$ cat src/pkg/ulm_pkg.sv
// register map, field positions and framing constants
// assumes a 32-bit classic wishbone slave port
`default_nettype none
package ulm_pkg;
  // ==========================================
  // register byte addresses
  localparam logic [31:0] ADR_DATA = 32'h4000_8000;
  localparam logic [31:0] ADR_DIVH = 32'h4000_8004;
  localparam logic [31:0] ADR_LFC = 32'h4000_800C;
  localparam logic [31:0] ADR_MLC = 32'h4000_8010;
  localparam logic [31:0] ADR_LST = 32'h4000_8014;
  localparam logic [31:0] ADR_MST = 32'h4000_8018;
  // ==========================================
  // line_format_control fields
  localparam int LFC_STOP = 2;
  localparam int LFC_PEN = 3;
  localparam int LFC_BRK = 6;
  localparam int LFC_DIV = 7;
  localparam logic [7:0] LFC_RST = 8'h00;
  // ==========================================
  // modem_line_control fields
  localparam int MLC_DTR = 0;
  localparam int MLC_RTS = 1;
  localparam int MLC_OUT1 = 2;
  localparam int MLC_OUT2 = 3;
  localparam int MLC_LOOP = 4;
  localparam int MLC_ARTS = 6;
  localparam int MLC_ACTS = 7;
  localparam logic [7:0] MLC_RST = 8'h00;
  localparam logic [7:0] MLC_WMASK = 8'hDF;
  localparam logic [7:0] MLC_LOOP_RMASK = 8'hFC;
  // ==========================================
  // line status bits
  localparam int LST_RDY = 0;
  localparam int LST_OVR = 1;
  localparam int LST_PERR = 2;
  localparam int LST_FERR = 3;
  localparam int LST_THRE = 5;
  localparam int LST_TEMT = 6;
  // ==========================================
  // parity kinds and framing
  localparam logic [1:0] PAR_ODD = 2'h0;
  localparam logic [1:0] PAR_EVEN = 2'h1;
  localparam logic [1:0] PAR_ONE = 2'h2;
  localparam logic [1:0] PAR_ZERO = 2'h3;
  localparam logic [1:0] LEN_5 = 2'h0;
  localparam logic [1:0] LEN_8 = 2'h3;
  localparam logic [2:0] FIRST_LAST_BIT = 3'h4;
  localparam logic [3:0] OVS_LAST = 4'hF;
  localparam logic [3:0] HALF_LAST = 4'h7;
  localparam logic [5:0] STOP1_LAST = 6'h0F;
  localparam logic [5:0] STOP15_LAST = 6'h17;
  localparam logic [5:0] STOP2_LAST = 6'h1F;
  localparam logic [4:0] PIN_IDLE = 5'h1F;

  function automatic logic par_bit(input logic [7:0] d, input logic [1:0] len,
                                   input logic [1:0] kind);
    logic x;
    x = ^(d & (8'hFF >> (LEN_8 - len)));
    unique case (kind)
      PAR_ODD: par_bit = ~x;
      PAR_EVEN: par_bit = x;
      PAR_ONE: par_bit = 1'b1;
      PAR_ZERO: par_bit = 1'b0;
    endcase
  endfunction
endpackage
`default_nettype wire

$ cat src/hw/ulm_tx.sv
// serial character transmitter driven by a 16x bit tick
// assumes start is only raised while busy is low
`default_nettype none
module ulm_tx (
  // clock and reset
  input wire logic clk,
  input wire logic rst,
  input wire logic tick,
  // character request
  input wire logic start,
  input wire logic [7:0] data,
  output logic busy,
  // format
  input wire logic [1:0] len,
  input wire logic two_stop,
  input wire logic pen,
  input wire logic [1:0] pkind,
  // serial line
  output logic ser
);
  typedef enum logic [4:0] {
    S_IDLE = 5'b00001,
    S_START = 5'b00010,
    S_DATA = 5'b00100,
    S_PAR = 5'b01000,
    S_STOP = 5'b10000
  } ulm_txst_t;

  ulm_txst_t state_reg;
  logic [7:0] shift_reg;
  logic [2:0] bit_reg;
  logic [5:0] tcnt_reg;
  logic par_reg;
  logic ser_reg;
  logic [2:0] last_bit;
  logic [5:0] stop_last;
  logic bit_end;

  assign last_bit = ulm_pkg::FIRST_LAST_BIT + {1'b0, len};
  assign stop_last = !two_stop ? ulm_pkg::STOP1_LAST :
    (len == ulm_pkg::LEN_5) ? ulm_pkg::STOP15_LAST : ulm_pkg::STOP2_LAST;
  assign bit_end = tick && (tcnt_reg[3:0] == ulm_pkg::OVS_LAST);
  assign busy = !state_reg[0];
  assign ser = ser_reg;

  // ==========================================
  // framing sequencer
  always_ff @(posedge clk) begin
    if (rst) begin
      state_reg <= S_IDLE;
      shift_reg <= 8'h00;
      bit_reg <= 3'h0;
      tcnt_reg <= 6'h00;
      par_reg <= 1'b0;
      ser_reg <= 1'b1;
    end else begin
      if (tick) begin
        tcnt_reg <= tcnt_reg + 6'h01;
      end
      unique case (state_reg)
        S_IDLE: if (start) begin
          shift_reg <= data;
          par_reg <= ulm_pkg::par_bit(data, len, pkind);
          ser_reg <= 1'b0;
          tcnt_reg <= 6'h00;
          state_reg <= S_START;
        end
        S_START: if (bit_end) begin
          tcnt_reg <= 6'h00;
          bit_reg <= 3'h0;
          ser_reg <= shift_reg[0];
          state_reg <= S_DATA;
        end
        S_DATA: if (bit_end) begin
          tcnt_reg <= 6'h00;
          bit_reg <= bit_reg + 3'h1;
          shift_reg <= shift_reg >> 1;
          ser_reg <= shift_reg[1];
          if (bit_reg == last_bit) begin
            ser_reg <= pen ? par_reg : 1'b1;
            state_reg <= pen ? S_PAR : S_STOP;
          end
        end
        S_PAR: if (bit_end) begin
          tcnt_reg <= 6'h00;
          ser_reg <= 1'b1;
          state_reg <= S_STOP;
        end
        S_STOP: if (tick && tcnt_reg == stop_last) begin
          tcnt_reg <= 6'h00;
          state_reg <= S_IDLE;
        end
        default: state_reg <= S_IDLE;
      endcase
    end
  end
endmodule
`default_nettype wire

$ cat src/hw/ulm_line_modem.sv
// line format and modem control block of a 16550-style uart
// assumes a classic wishbone master on the system clock, pins asynchronous
`default_nettype none
module ulm_line_modem #(
  parameter logic [15:0] DIV_RST = 16'h0001
) (
  // system
  input wire logic CLK_SYS,
  input wire logic RST,
  // wishbone slave
  input wire logic CYC_I,
  input wire logic STB_I,
  input wire logic WE_I,
  input wire logic [31:0] ADR_I,
  input wire logic [3:0] SEL_I,
  input wire logic [31:0] DAT_I,
  output logic [31:0] DAT_O,
  output logic ACK_O,
  // serial data
  input wire logic RXD,
  output logic TXD,
  // modem lines, active low
  input wire logic CTS_N,
  input wire logic DSR_N,
  input wire logic RI_N,
  input wire logic DCD_N,
  output logic RTS_N,
  output logic DTR_N
);
  typedef enum logic [4:0] {
    R_IDLE = 5'b00001,
    R_START = 5'b00010,
    R_DATA = 5'b00100,
    R_PAR = 5'b01000,
    R_STOP = 5'b10000
  } ulm_rxst_t;

  // ==========================================
  // pin synchronisers
  logic [4:0] pin_raw;
  logic [4:0] sync1_reg;
  logic [4:0] sync2_reg;
  logic [4:0] sync3_reg;
  logic [4:0] pin_reg;

  assign pin_raw = {DCD_N, RI_N, DSR_N, CTS_N, RXD};

  genvar gi;
  generate
    for (gi = 0; gi < 5; gi++) begin : g_sync
      always_ff @(posedge CLK_SYS) begin
        if (RST) begin
          sync1_reg[gi] <= 1'b1;
          sync2_reg[gi] <= 1'b1;
          sync3_reg[gi] <= 1'b1;
          pin_reg[gi] <= 1'b1;
        end else begin
          sync1_reg[gi] <= pin_raw[gi];
          sync2_reg[gi] <= sync1_reg[gi];
          sync3_reg[gi] <= sync2_reg[gi];
          // a change counts only once two stages agree
          if (sync2_reg[gi] == sync3_reg[gi]) begin
            pin_reg[gi] <= sync3_reg[gi];
          end
        end
      end
    end
  endgenerate

  // ==========================================
  // registers
  logic [7:0] lfc_reg;
  logic [7:0] mlc_reg;
  logic [15:0] div_reg;
  logic [15:0] baud_reg;
  logic [7:0] thr_reg;
  logic thr_full_reg;
  logic [7:0] rbuf_reg;
  logic rdy_reg;
  logic ovr_reg;
  logic perr_reg;
  logic ferr_reg;
  logic [3:0] lvl_reg;
  logic [3:0] delta_reg;
  logic ack_reg;
  logic [31:0] dat_reg;
  logic txd_reg;
  logic rts_n_reg;
  logic dtr_n_reg;

  // format fields
  logic [1:0] len;
  logic [1:0] pkind;
  logic pen;
  logic divisor_access;
  logic loop;

  assign len = lfc_reg[1:0];
  assign pen = lfc_reg[ulm_pkg::LFC_PEN];
  assign pkind = lfc_reg[5:4];
  assign divisor_access = lfc_reg[ulm_pkg::LFC_DIV];
  assign loop = mlc_reg[ulm_pkg::MLC_LOOP];

  // ==========================================
  // bus decode
  logic req;
  logic wr;
  logic rd;
  logic hit_data;
  logic hit_divh;
  logic hit_lfc;
  logic hit_mlc;
  logic hit_lst;
  logic hit_mst;

  assign req = CYC_I && STB_I && !ack_reg;
  assign wr = req && WE_I && SEL_I[0];
  assign rd = req && !WE_I;
  assign hit_data = ADR_I == ulm_pkg::ADR_DATA;
  assign hit_divh = ADR_I == ulm_pkg::ADR_DIVH;
  assign hit_lfc = ADR_I == ulm_pkg::ADR_LFC;
  assign hit_mlc = ADR_I == ulm_pkg::ADR_MLC;
  assign hit_lst = ADR_I == ulm_pkg::ADR_LST;
  assign hit_mst = ADR_I == ulm_pkg::ADR_MST;

  logic wr_divl;
  logic wr_divh;
  logic wr_thr;
  logic rd_rbuf;
  logic rd_lst;
  logic rd_mst;

  assign wr_divl = wr && hit_data && divisor_access;
  assign wr_divh = wr && hit_divh && divisor_access;
  assign wr_thr = wr && hit_data && !divisor_access;
  assign rd_rbuf = rd && hit_data && !divisor_access;
  assign rd_lst = rd && hit_lst;
  assign rd_mst = rd && hit_mst;

  // ==========================================
  // modem status
  logic [3:0] lvl_ext;
  logic [3:0] lvl_loop;
  logic [3:0] lvl;
  logic [3:0] lvl_evt;

  // order is {dcd, ri, dsr, cts}, active high
  assign lvl_ext = ~pin_reg[4:1];
  assign lvl_loop = {mlc_reg[ulm_pkg::MLC_OUT2], mlc_reg[ulm_pkg::MLC_OUT1],
                     mlc_reg[ulm_pkg::MLC_DTR], mlc_reg[ulm_pkg::MLC_RTS]};
  assign lvl = loop ? lvl_loop : lvl_ext;
  // ri reports its trailing edge only
  assign lvl_evt = {lvl_reg[3] ^ lvl[3], lvl_reg[2] & ~lvl[2],
                    lvl_reg[1] ^ lvl[1], lvl_reg[0] ^ lvl[0]};

  // ==========================================
  // read mux
  logic [7:0] lst;
  logic [7:0] mlc_rd;
  logic [7:0] rdat;
  logic tx_busy;

  assign lst = {1'b0, !thr_full_reg && !tx_busy, !thr_full_reg, 1'b0,
                ferr_reg, perr_reg, ovr_reg, rdy_reg};
  assign mlc_rd = loop ? (mlc_reg & ulm_pkg::MLC_LOOP_RMASK) : mlc_reg;
  assign rdat = hit_data ? (divisor_access ? div_reg[7:0] : rbuf_reg) :
    hit_divh ? (divisor_access ? div_reg[15:8] : 8'h00) :
    hit_lfc ? lfc_reg :
    hit_mlc ? mlc_rd :
    hit_lst ? lst :
    hit_mst ? {lvl, delta_reg} : 8'h00;

  // ==========================================
  // bit-rate tick
  logic [15:0] div_last;
  logic tick;

  // a zero divisor runs as one rather than stalling
  assign div_last = (div_reg == 16'h0000) ? 16'h0000 : div_reg - 16'h0001;
  assign tick = baud_reg >= div_last;

  // ==========================================
  // transmitter
  logic cts_ok;
  logic tx_start;
  logic tx_ser;
  logic line_int;

  assign cts_ok = !mlc_reg[ulm_pkg::MLC_ACTS] || lvl[0];
  assign tx_start = thr_full_reg && !tx_busy && cts_ok;
  assign line_int = lfc_reg[ulm_pkg::LFC_BRK] ? 1'b0 : tx_ser;

  ulm_tx u_tx (
    .clk(CLK_SYS),
    .rst(RST),
    .tick(tick),
    .start(tx_start),
    .data(thr_reg),
    .busy(tx_busy),
    .len(len),
    .two_stop(lfc_reg[ulm_pkg::LFC_STOP]),
    .pen(pen),
    .pkind(pkind),
    .ser(tx_ser)
  );

  // ==========================================
  // receiver
  ulm_rxst_t rst_reg;
  logic [3:0] rtick_reg;
  logic [2:0] rbit_reg;
  logic [7:0] rshift_reg;
  logic rperr_reg;
  logic rx_in;
  logic [7:0] rx_data;
  logic [2:0] rlast_bit;
  logic rbit_end;
  logic rx_done;

  assign rx_in = loop ? line_int : pin_reg[0];
  assign rx_data = rshift_reg >> (ulm_pkg::LEN_8 - len);
  assign rlast_bit = ulm_pkg::FIRST_LAST_BIT + {1'b0, len};
  assign rbit_end = tick && (rtick_reg == ulm_pkg::OVS_LAST);
  // only the first stop bit is checked
  assign rx_done = (rst_reg == R_STOP) && rbit_end;

  always_ff @(posedge CLK_SYS) begin
    if (RST) begin
      rst_reg <= R_IDLE;
      rtick_reg <= 4'h0;
      rbit_reg <= 3'h0;
      rshift_reg <= 8'h00;
      rperr_reg <= 1'b0;
    end else begin
      if (tick) begin
        rtick_reg <= rtick_reg + 4'h1;
      end
      unique case (rst_reg)
        R_IDLE: if (!rx_in) begin
          rtick_reg <= 4'h0;
          rperr_reg <= 1'b0;
          rst_reg <= R_START;
        end
        R_START: if (tick && rtick_reg == ulm_pkg::HALF_LAST) begin
          // a glitch shorter than half a bit is dropped
          rtick_reg <= 4'h0;
          rbit_reg <= 3'h0;
          rst_reg <= rx_in ? R_IDLE : R_DATA;
        end
        R_DATA: if (rbit_end) begin
          rshift_reg <= {rx_in, rshift_reg[7:1]};
          rbit_reg <= rbit_reg + 3'h1;
          if (rbit_reg == rlast_bit) begin
            rst_reg <= pen ? R_PAR : R_STOP;
          end
        end
        R_PAR: if (rbit_end) begin
          rperr_reg <= rx_in != ulm_pkg::par_bit(rx_data, len, pkind);
          rst_reg <= R_STOP;
        end
        R_STOP: if (rbit_end) begin
          rst_reg <= R_IDLE;
        end
        default: rst_reg <= R_IDLE;
      endcase
    end
  end

  // ==========================================
  // control registers and bus answer
  always_ff @(posedge CLK_SYS) begin
    if (RST) begin
      lfc_reg <= ulm_pkg::LFC_RST;
      mlc_reg <= ulm_pkg::MLC_RST;
      div_reg <= DIV_RST;
      ack_reg <= 1'b0;
      dat_reg <= 32'h0000_0000;
    end else begin
      ack_reg <= req;
      dat_reg <= rd ? {24'h00_0000, rdat} : 32'h0000_0000;
      if (wr && hit_lfc) begin
        lfc_reg <= DAT_I[7:0];
      end
      if (wr && hit_mlc) begin
        mlc_reg <= DAT_I[7:0] & ulm_pkg::MLC_WMASK;
      end
      if (wr_divl) begin
        div_reg[7:0] <= DAT_I[7:0];
      end
      if (wr_divh) begin
        div_reg[15:8] <= DAT_I[7:0];
      end
    end
  end

  always_ff @(posedge CLK_SYS) begin
    if (RST) begin
      baud_reg <= 16'h0000;
    end else begin
      baud_reg <= tick ? 16'h0000 : baud_reg + 16'h0001;
    end
  end

  // ==========================================
  // holding buffers and sticky flags
  always_ff @(posedge CLK_SYS) begin
    if (RST) begin
      thr_reg <= 8'h00;
      thr_full_reg <= 1'b0;
      rbuf_reg <= 8'h00;
      rdy_reg <= 1'b0;
      ovr_reg <= 1'b0;
      perr_reg <= 1'b0;
      ferr_reg <= 1'b0;
    end else begin
      if (wr_thr) begin
        thr_reg <= DAT_I[7:0];
        thr_full_reg <= 1'b1;
      end else if (tx_start) begin
        thr_full_reg <= 1'b0;
      end
      // a new character wins over a read in the same cycle
      if (rx_done) begin
        rbuf_reg <= rx_data;
        rdy_reg <= 1'b1;
      end else if (rd_rbuf) begin
        rdy_reg <= 1'b0;
      end
      ovr_reg <= (ovr_reg && !rd_lst) || (rx_done && rdy_reg);
      perr_reg <= (perr_reg && !rd_lst) || (rx_done && pen && rperr_reg);
      ferr_reg <= (ferr_reg && !rd_lst) || (rx_done && !rx_in);
    end
  end

  always_ff @(posedge CLK_SYS) begin
    if (RST) begin
      lvl_reg <= 4'h0;
      delta_reg <= 4'h0;
    end else begin
      lvl_reg <= lvl;
      // loopback writes raise deltas like pin changes
      delta_reg <= (delta_reg & ~{4{rd_mst}}) | lvl_evt;
    end
  end

  // ==========================================
  // pin drivers
  logic rts_on;

  assign rts_on = mlc_reg[ulm_pkg::MLC_ARTS] ? !rdy_reg : mlc_reg[ulm_pkg::MLC_RTS];

  always_ff @(posedge CLK_SYS) begin
    if (RST) begin
      txd_reg <= 1'b1;
      rts_n_reg <= 1'b1;
      dtr_n_reg <= 1'b1;
    end else begin
      txd_reg <= loop ? 1'b1 : line_int;
      rts_n_reg <= loop ? 1'b1 : !rts_on;
      dtr_n_reg <= loop ? 1'b1 : !mlc_reg[ulm_pkg::MLC_DTR];
    end
  end

  assign ACK_O = ack_reg;
  assign DAT_O = dat_reg;
  assign TXD = txd_reg;
  assign RTS_N = rts_n_reg;
  assign DTR_N = dtr_n_reg;
endmodule
`default_nettype wire

$ cat config.mk
export PLATFORM = sky130hd
export DESIGN_NAME = ulm_line_modem
export DESIGN_NICKNAME = d
export VERILOG_FILES = /design/src/pkg/ulm_pkg.sv /design/src/hw/ulm_tx.sv /design/src/hw/ulm_line_modem.sv
export SDC_FILE = /design/constraint.sdc
export NUM_CORES = 1
export LEC_CHECK = 0
export BUFFER_PORTS_ARGS = -buffer_cell sky130_fd_sc_hd__buf_2
export CAP_MARGIN = 5
export CORE_MARGIN = 3
export CORE_UTILIZATION = 58
export CTS_CLUSTER_DIAMETER = 120
export CTS_CLUSTER_SIZE = 40
export DETAILED_ROUTE_END_ITERATION = 10
export PLACE_DENSITY = 0.81
export REMOVE_ABC_BUFFERS = 1
export SYNTH_ARGS = -nofsm -noshare
export SYNTH_HDL_FRONTEND = slang
export SYNTH_HIERARCHICAL = 1
export SYNTH_SLANG_ARGS = --single-unit
export TNS_END_PERCENT = 1
$ cat constraint.sdc
create_clock -name CLK_SYS -period 4.78 [get_ports CLK_SYS]
set_input_delay 0.478 -clock CLK_SYS [delete_from_list [all_inputs] [get_ports CLK_SYS]]
set_output_delay 0.478 -clock CLK_SYS [all_outputs]
set_load 0.01 [all_outputs]
-- Yosys cells after proc, flatten, opt, wreduce, memory -nomap -nowiden
Index checks and enable logic that the tools add are counted.
- add/sub/neg operators: 8
- magnitude comparators: 1
- equality and inequality tests: 43
- shift-type cells: 2
- muxes and demuxes: 68
- bitwise gates (word level): 14
- reductions and logical operators: 70
- operator list (operator ; count):
    $eq 32x31->1 const B ; 6
    $mux 8 ; 10
    $mux 5 ; 14
    $pmux 5 s5 ; 2
    $logic_and 1x1->1 ; 31
    $mux 6 ; 5
    $mux 4 ; 5
    $pmux 6 s3 ; 1
    $mux 1 ; 17
    $add 16x1->16 const B ; 1
    $and 8x8->8 ; 2
    $ge 16x16->1 ; 1
    $logic_not 16->1 ; 1
    $mux 16 ; 1
    $pmux 8 s2 ; 1
    $reduce_xor 8->1 ; 2
    $sub 16x1->16 const B ; 1
    $mux 3 ; 5
    $ne 2x2->1 const B ; 7
    $pmux 1 s4 ; 3
    $pmux 3 s2 ; 2
    $reduce_and 3->1 ; 4
    $reduce_and 6->1 ; 2
    $reduce_bool 2->1 ; 6
    other kinds (37) ; 76
- flip-flop bits (word level): 177
- input bits: 78
- output and inout port bits: 36

-- Logic depth before layout (Yosys ltp)
- word-level depth: 12
- depth in mapped cells: 21
- gate-level depth less buffers: 18

-- Cells and area by module
The synthesis kept the hierarchy.
- by module, submodules not included (module ; instances ; cells an instance ; area each (um2)):
    ulm_line_modem ; 1 ; 740 ; 6531.3
    ulm_tx ; 1 ; 172 ; 1410.1

-- Worst setup path after synthesis
OpenSTA, ideal clock, no wires.
- kind: register -> register
- start: register div_reg[0]
- end: register u_tx.state_reg[2]
- arrival: 3772 ps
- slack: 884 ps
- cell stages (with the launch flop): 18
- buffers on the path: 2
- clock period less this slack: 3896 ps
- path through: dfxtp_1 nor4_1 nand2_1 nor3_1 nand2b_1 nor4_1 xor2_1 nand2_1 ha_1 nand4_1 o31a_2 inv_2 buf_2 and4_1 clkbuf_1 o221ai_1 a21oi_1 mux2_1
- cells in the longest elaborated chain, start to end: 6
- elaborated cells between the ends (all ways): 11
- those cells by class: 1 x add/sub; 1 x order compare; 4 x eq/ne; 1 x mux; 4 x reduce/logical
- ends and longest elaborated chain (item ; line ; text):
    start, declared ; ulm_line_modem.sv:74 ; logic [15:0] div_reg;
    start signal, assigned ; ulm_line_modem.sv:288 ; div_reg[7:0] <= DAT_I[7:0];
    $sub 16x1->16 / $logic_not 16->1 (equally long branches) ; ulm_line_modem.sv:179 ; assign div_last = (div_reg == 16'h0000) ? 16'h0000 : div_reg - 16'h0001;
    $mux 16 * ; ulm_line_modem.sv:179 ;
    $ge 16x16->1 * ; ulm_line_modem.sv:180 ; assign tick = baud_reg >= div_last;
    net tick ; ulm_line_modem.sv:176 ; logic tick;
    $logic_and 1x1->1, on equally long branches ; ulm_tx.sv:89, ulm_tx.sv:42 ;
    $ne 2x1->1 (no source line) ; n/a ;
    $reduce_and 6->1 (no source line) * ; n/a ;
    end signal, assigned ; ulm_tx.sv:81 ; state_reg <= pen ? S_PAR : S_STOP;
    end, declared ; ulm_tx.sv:29 ; ulm_txst_t state_reg;
Mark *: on every way through the listed nets, which the timed path passes. The rest lies on a longest branch.
A chain may end at the register's enable or synchronous reset.

-- Final worst setup path
- start: register div_reg[4]
- end: register u_tx.tcnt_reg[5]
- cells in the longest elaborated chain, start to end: 6
- elaborated cells between the ends (all ways): 11
- those cells by class: 1 x add/sub; 1 x order compare; 6 x mux; 3 x reduce/logical
- ends and longest elaborated chain (item ; line ; text):
    $sub 16x1->16 / $logic_not 16->1 (equally long branches) ; ulm_line_modem.sv:179 ;
    $mux 16 * ; ulm_line_modem.sv:179 ;
    $ge 16x16->1 * ; ulm_line_modem.sv:180 ;
    net tick ; ulm_line_modem.sv:176 ;
    $mux 6 (tied with other cells) ; ulm_tx.sv:57 ; if (tick) begin
    $mux 6, on equally long branches ; n/a ;
    $pmux 6 s3 * ; ulm_tx.sv:60 ; unique case (state_reg)
    end signal, assigned ; ulm_tx.sv:58 ; tcnt_reg <= tcnt_reg + 6'h01;
    end, declared ; ulm_tx.sv:32 ; logic [5:0] tcnt_reg;
Marked as above.

==> flow_metrics.tcl <==
set metrics [dict create \
    status "complete, no violations" \
    nets 1056 \
    firstDrtPassIters 5 \
    synth_most_common_cell "dfxtp_1" \
    drt-initial-drc-count 477 \
    drive_gt1_share_pct 14.7 \
    htree_levels 4 \
    synth_warnings 6 \
    crit_path_start_kind "flop" \
    use_met2_pct 43.6 \
    grt_start_max_net_pins 84 \
    cts_buffers 17 \
    port_buffers 62 \
    tightest_slew_ns 0.878 \
    antenna_found_initial 0 \
    synth_edf_count 0 \
    crit_fanout 9 \
    dp_hpwl_mm 13.2 \
    die_area_sq_um 15100 \
    cts_root_buf "clkbuf_16" \
    synth_flop_cell "dfxtp_1" \
    cts_setup_buffers 0 \
    critPathKind "flop to flop" \
    skew_ns 0.0115 \
    num_rows 42 \
    setup_ws_ns 0.665 \
    avgRoutedWirePerCell_um 16.1 \
    placed_area_sq_um 8220 \
    grt_usage_pct 24.8 \
    slew_violations 0 \
    syn_to_final_growth_pct 10.9 \
    io_pins 114 \
    synth_top_area_share_pct 38.6 \
    whs_path_depth 2 \
    end_kind "flop" \
    post_drt_via_cell_ratio 5.72 \
    diodes 0 \
    tns_ns 0 \
    grt_pass1_wl_mm 29.7 \
    grt_pass1_vias 6045 \
    core_sq_um 13300 \
    start_util_pct 59.7 \
    vias 6549 \
    slew_headroom_pct 41.0 \
    gp_congestion 0.963 \
    timing.fmax_mhz 243 \
    syn_area_sq_um 7940 \
    maxCapViolCount 0 \
    fin_crit_ns 4.11 \
    crit_slowest_cell "nor4_1" \
    use_met1_pct 31.2 \
    synth_cells 912 \
    synthTopCellsByArea "dfxtp_1 (39%), mux2i_1 (7.4%), nor2_1 (5.7%)" \
    synthTopCellsByCount "dfxtp_1 (153), nor2_1 (121), nand2_1 (86), a21oi_1 (59), mux2i_1 (59)" \
    cts_resized 0 \
    gr-total-overflow 0 \
    num-fill-cells 1110 \
    post-place-ws_ns 0.772 \
    ant_nets 0 \
    synth.avg_cell_area_sq_um 8.71 \
    setup_viol 0 \
    reg2reg_depth 14 \
    ys_types 77 \
    ys_ff_latch 153 \
    rsz0062_at_grt "no" \
    cts.clk_slew.worst_paths_ns 0.07 \
    min_period_over_period_pct 86.1 \
    path_cells "nor4_1 -> nand3_1 -> nor3_1 -> nand2_1 -> xnor2_1 -> nand2_1 -> ha_1 -> nand4_1 -> o31a_2 -> inv_2 -> and4_1 -> o21ai_1 -> a21oi_1 -> a211oi_1" \
    cpPeakStageDelay_ns 0.50 \
    synth.largest_area_cell "dfxtp_1" \
    synth-async-reset-ratio_pct 0 \
    postLayoutCoreUtil_pct 66.2 \
    cts_sinks 153 \
    critPathMostFrequentCell "nand2_1" \
    grt_util_met3_pct 4.25 \
    busiest_layer "met2" \
    postLayoutCellArea_sq_um 8810 \
    die_x_um 123 \
    cp.required_ns 5.05 \
    ir_drop_uv 259 \
    cts_hold_buf 0 \
    tritoncts "yes" \
    die_height_um 123 \
    ys_seq_area_share_pct 38.6 \
    crit_arrival_ns 4.38 \
    power.density_nw_per_um2 308 \
    routed_wl_mm 18.4 \
    hold_viol 0 \
    cts_buffer_depth 2 \
    route.detailed.drc 0 \
    hp-class "primary input to flop" \
    leakagePower_uw 0.00341 \
    worstSkewPairLatency_ns 0.43 \
]
layer usage:
layer	wire length, um	vias to the layer above
li1	-	3254
met1	7880	3075
met2	9250	190
met3	889	30
met4	384	0
met5	0	-
placed cells by master (no fill, tap or decap), types with 11 or more instances in the layout:
master     instances
dfxtp_1          153
o21ai_0           29
inv_1             18
nand4_1           16
a21oi_1           59
conb_1            24
nor3_1            12
ha_1              23
mux2i_1           59
nor2_1           121
xnor2_1           26
a211oi_1          12
nand2_1           86
or2_2             15
buf_2             61
clkbuf_16         17
and3_1            11
nand3_1           32
xor2_1            26
per-stage QoR:
step / total power [uW] / hold WS [ns] / std cells
floorplan: 1350 / 0.370 / 865
global placement: 1410 / 0.395 / 1112
detailed placement: 1410 / 0.393 / 1112
CTS: 2730 / 0.224 / 1144
global route: 2790 / 0.224 / 1144
finish: 2710 / 0.231 / 1144
path summary, 6_finish.rpt:
check                from                to  slack (ns)
min                  RI_N      sync1_reg[3]        0.23
min reg2reg  sync1_reg[3]      sync2_reg[3]        0.41
max reg2reg    div_reg[4]  u_tx/tcnt_reg[5]        0.67
max            div_reg[4]  u_tx/tcnt_reg[5]        0.67
critical path: cells and delay by family, from the launching register on:
| family | cells | cell delay, ns |
|---|---|---|
| compound gates | 4 | 1.21 |
| xor+xnor | 1 | 0.14 |
| fa+ha+maj | 1 | 0.29 |
| buf+inv | 1 | 0.19 |
| flops | 1 | 0.39 |
| simple gates | 7 | 1.72 |
cell families (layout without fill, tap and decap cells):
logic type,count (synthesis),in the layout,synth area share [%]
muxes,65,65,8.90
and+or+nand+nor,366,366,23.7
AOI/OAI and AO/OA,161,161,12.8
buffers and inverters,89,122,6.02
xor gates and xnor gates,54,54,6.30
other,1,24,0.0472
DFF,153,153,38.6
adders and majority gates,23,23,3.62
power by group:
| part | internal (uW) | switching (uW) |
|---|---|---|
| registers | 1290 | 7.01 |
| logic | 30.4 | 58.5 |
| clock network | 788 | 545 |
final cells by class:
| class | count | area (sq um) | area share, % |
|---|---|---|---|
| clock buffer | 20 | 447 | 5.07 |
| clock inverter | 12 | 139 | 1.58 |
| inverter | 19 | 71.3 | 0.810 |
| multi-input combinational | 693 | 4490 | 50.9 |
| sequential | 153 | 3060 | 34.8 |
| tap | 176 | 220 | 2.50 |
| timing repair buffer | 71 | 380 | 4.32 |
Note: power is estimated with default switching activity, not from simulation.
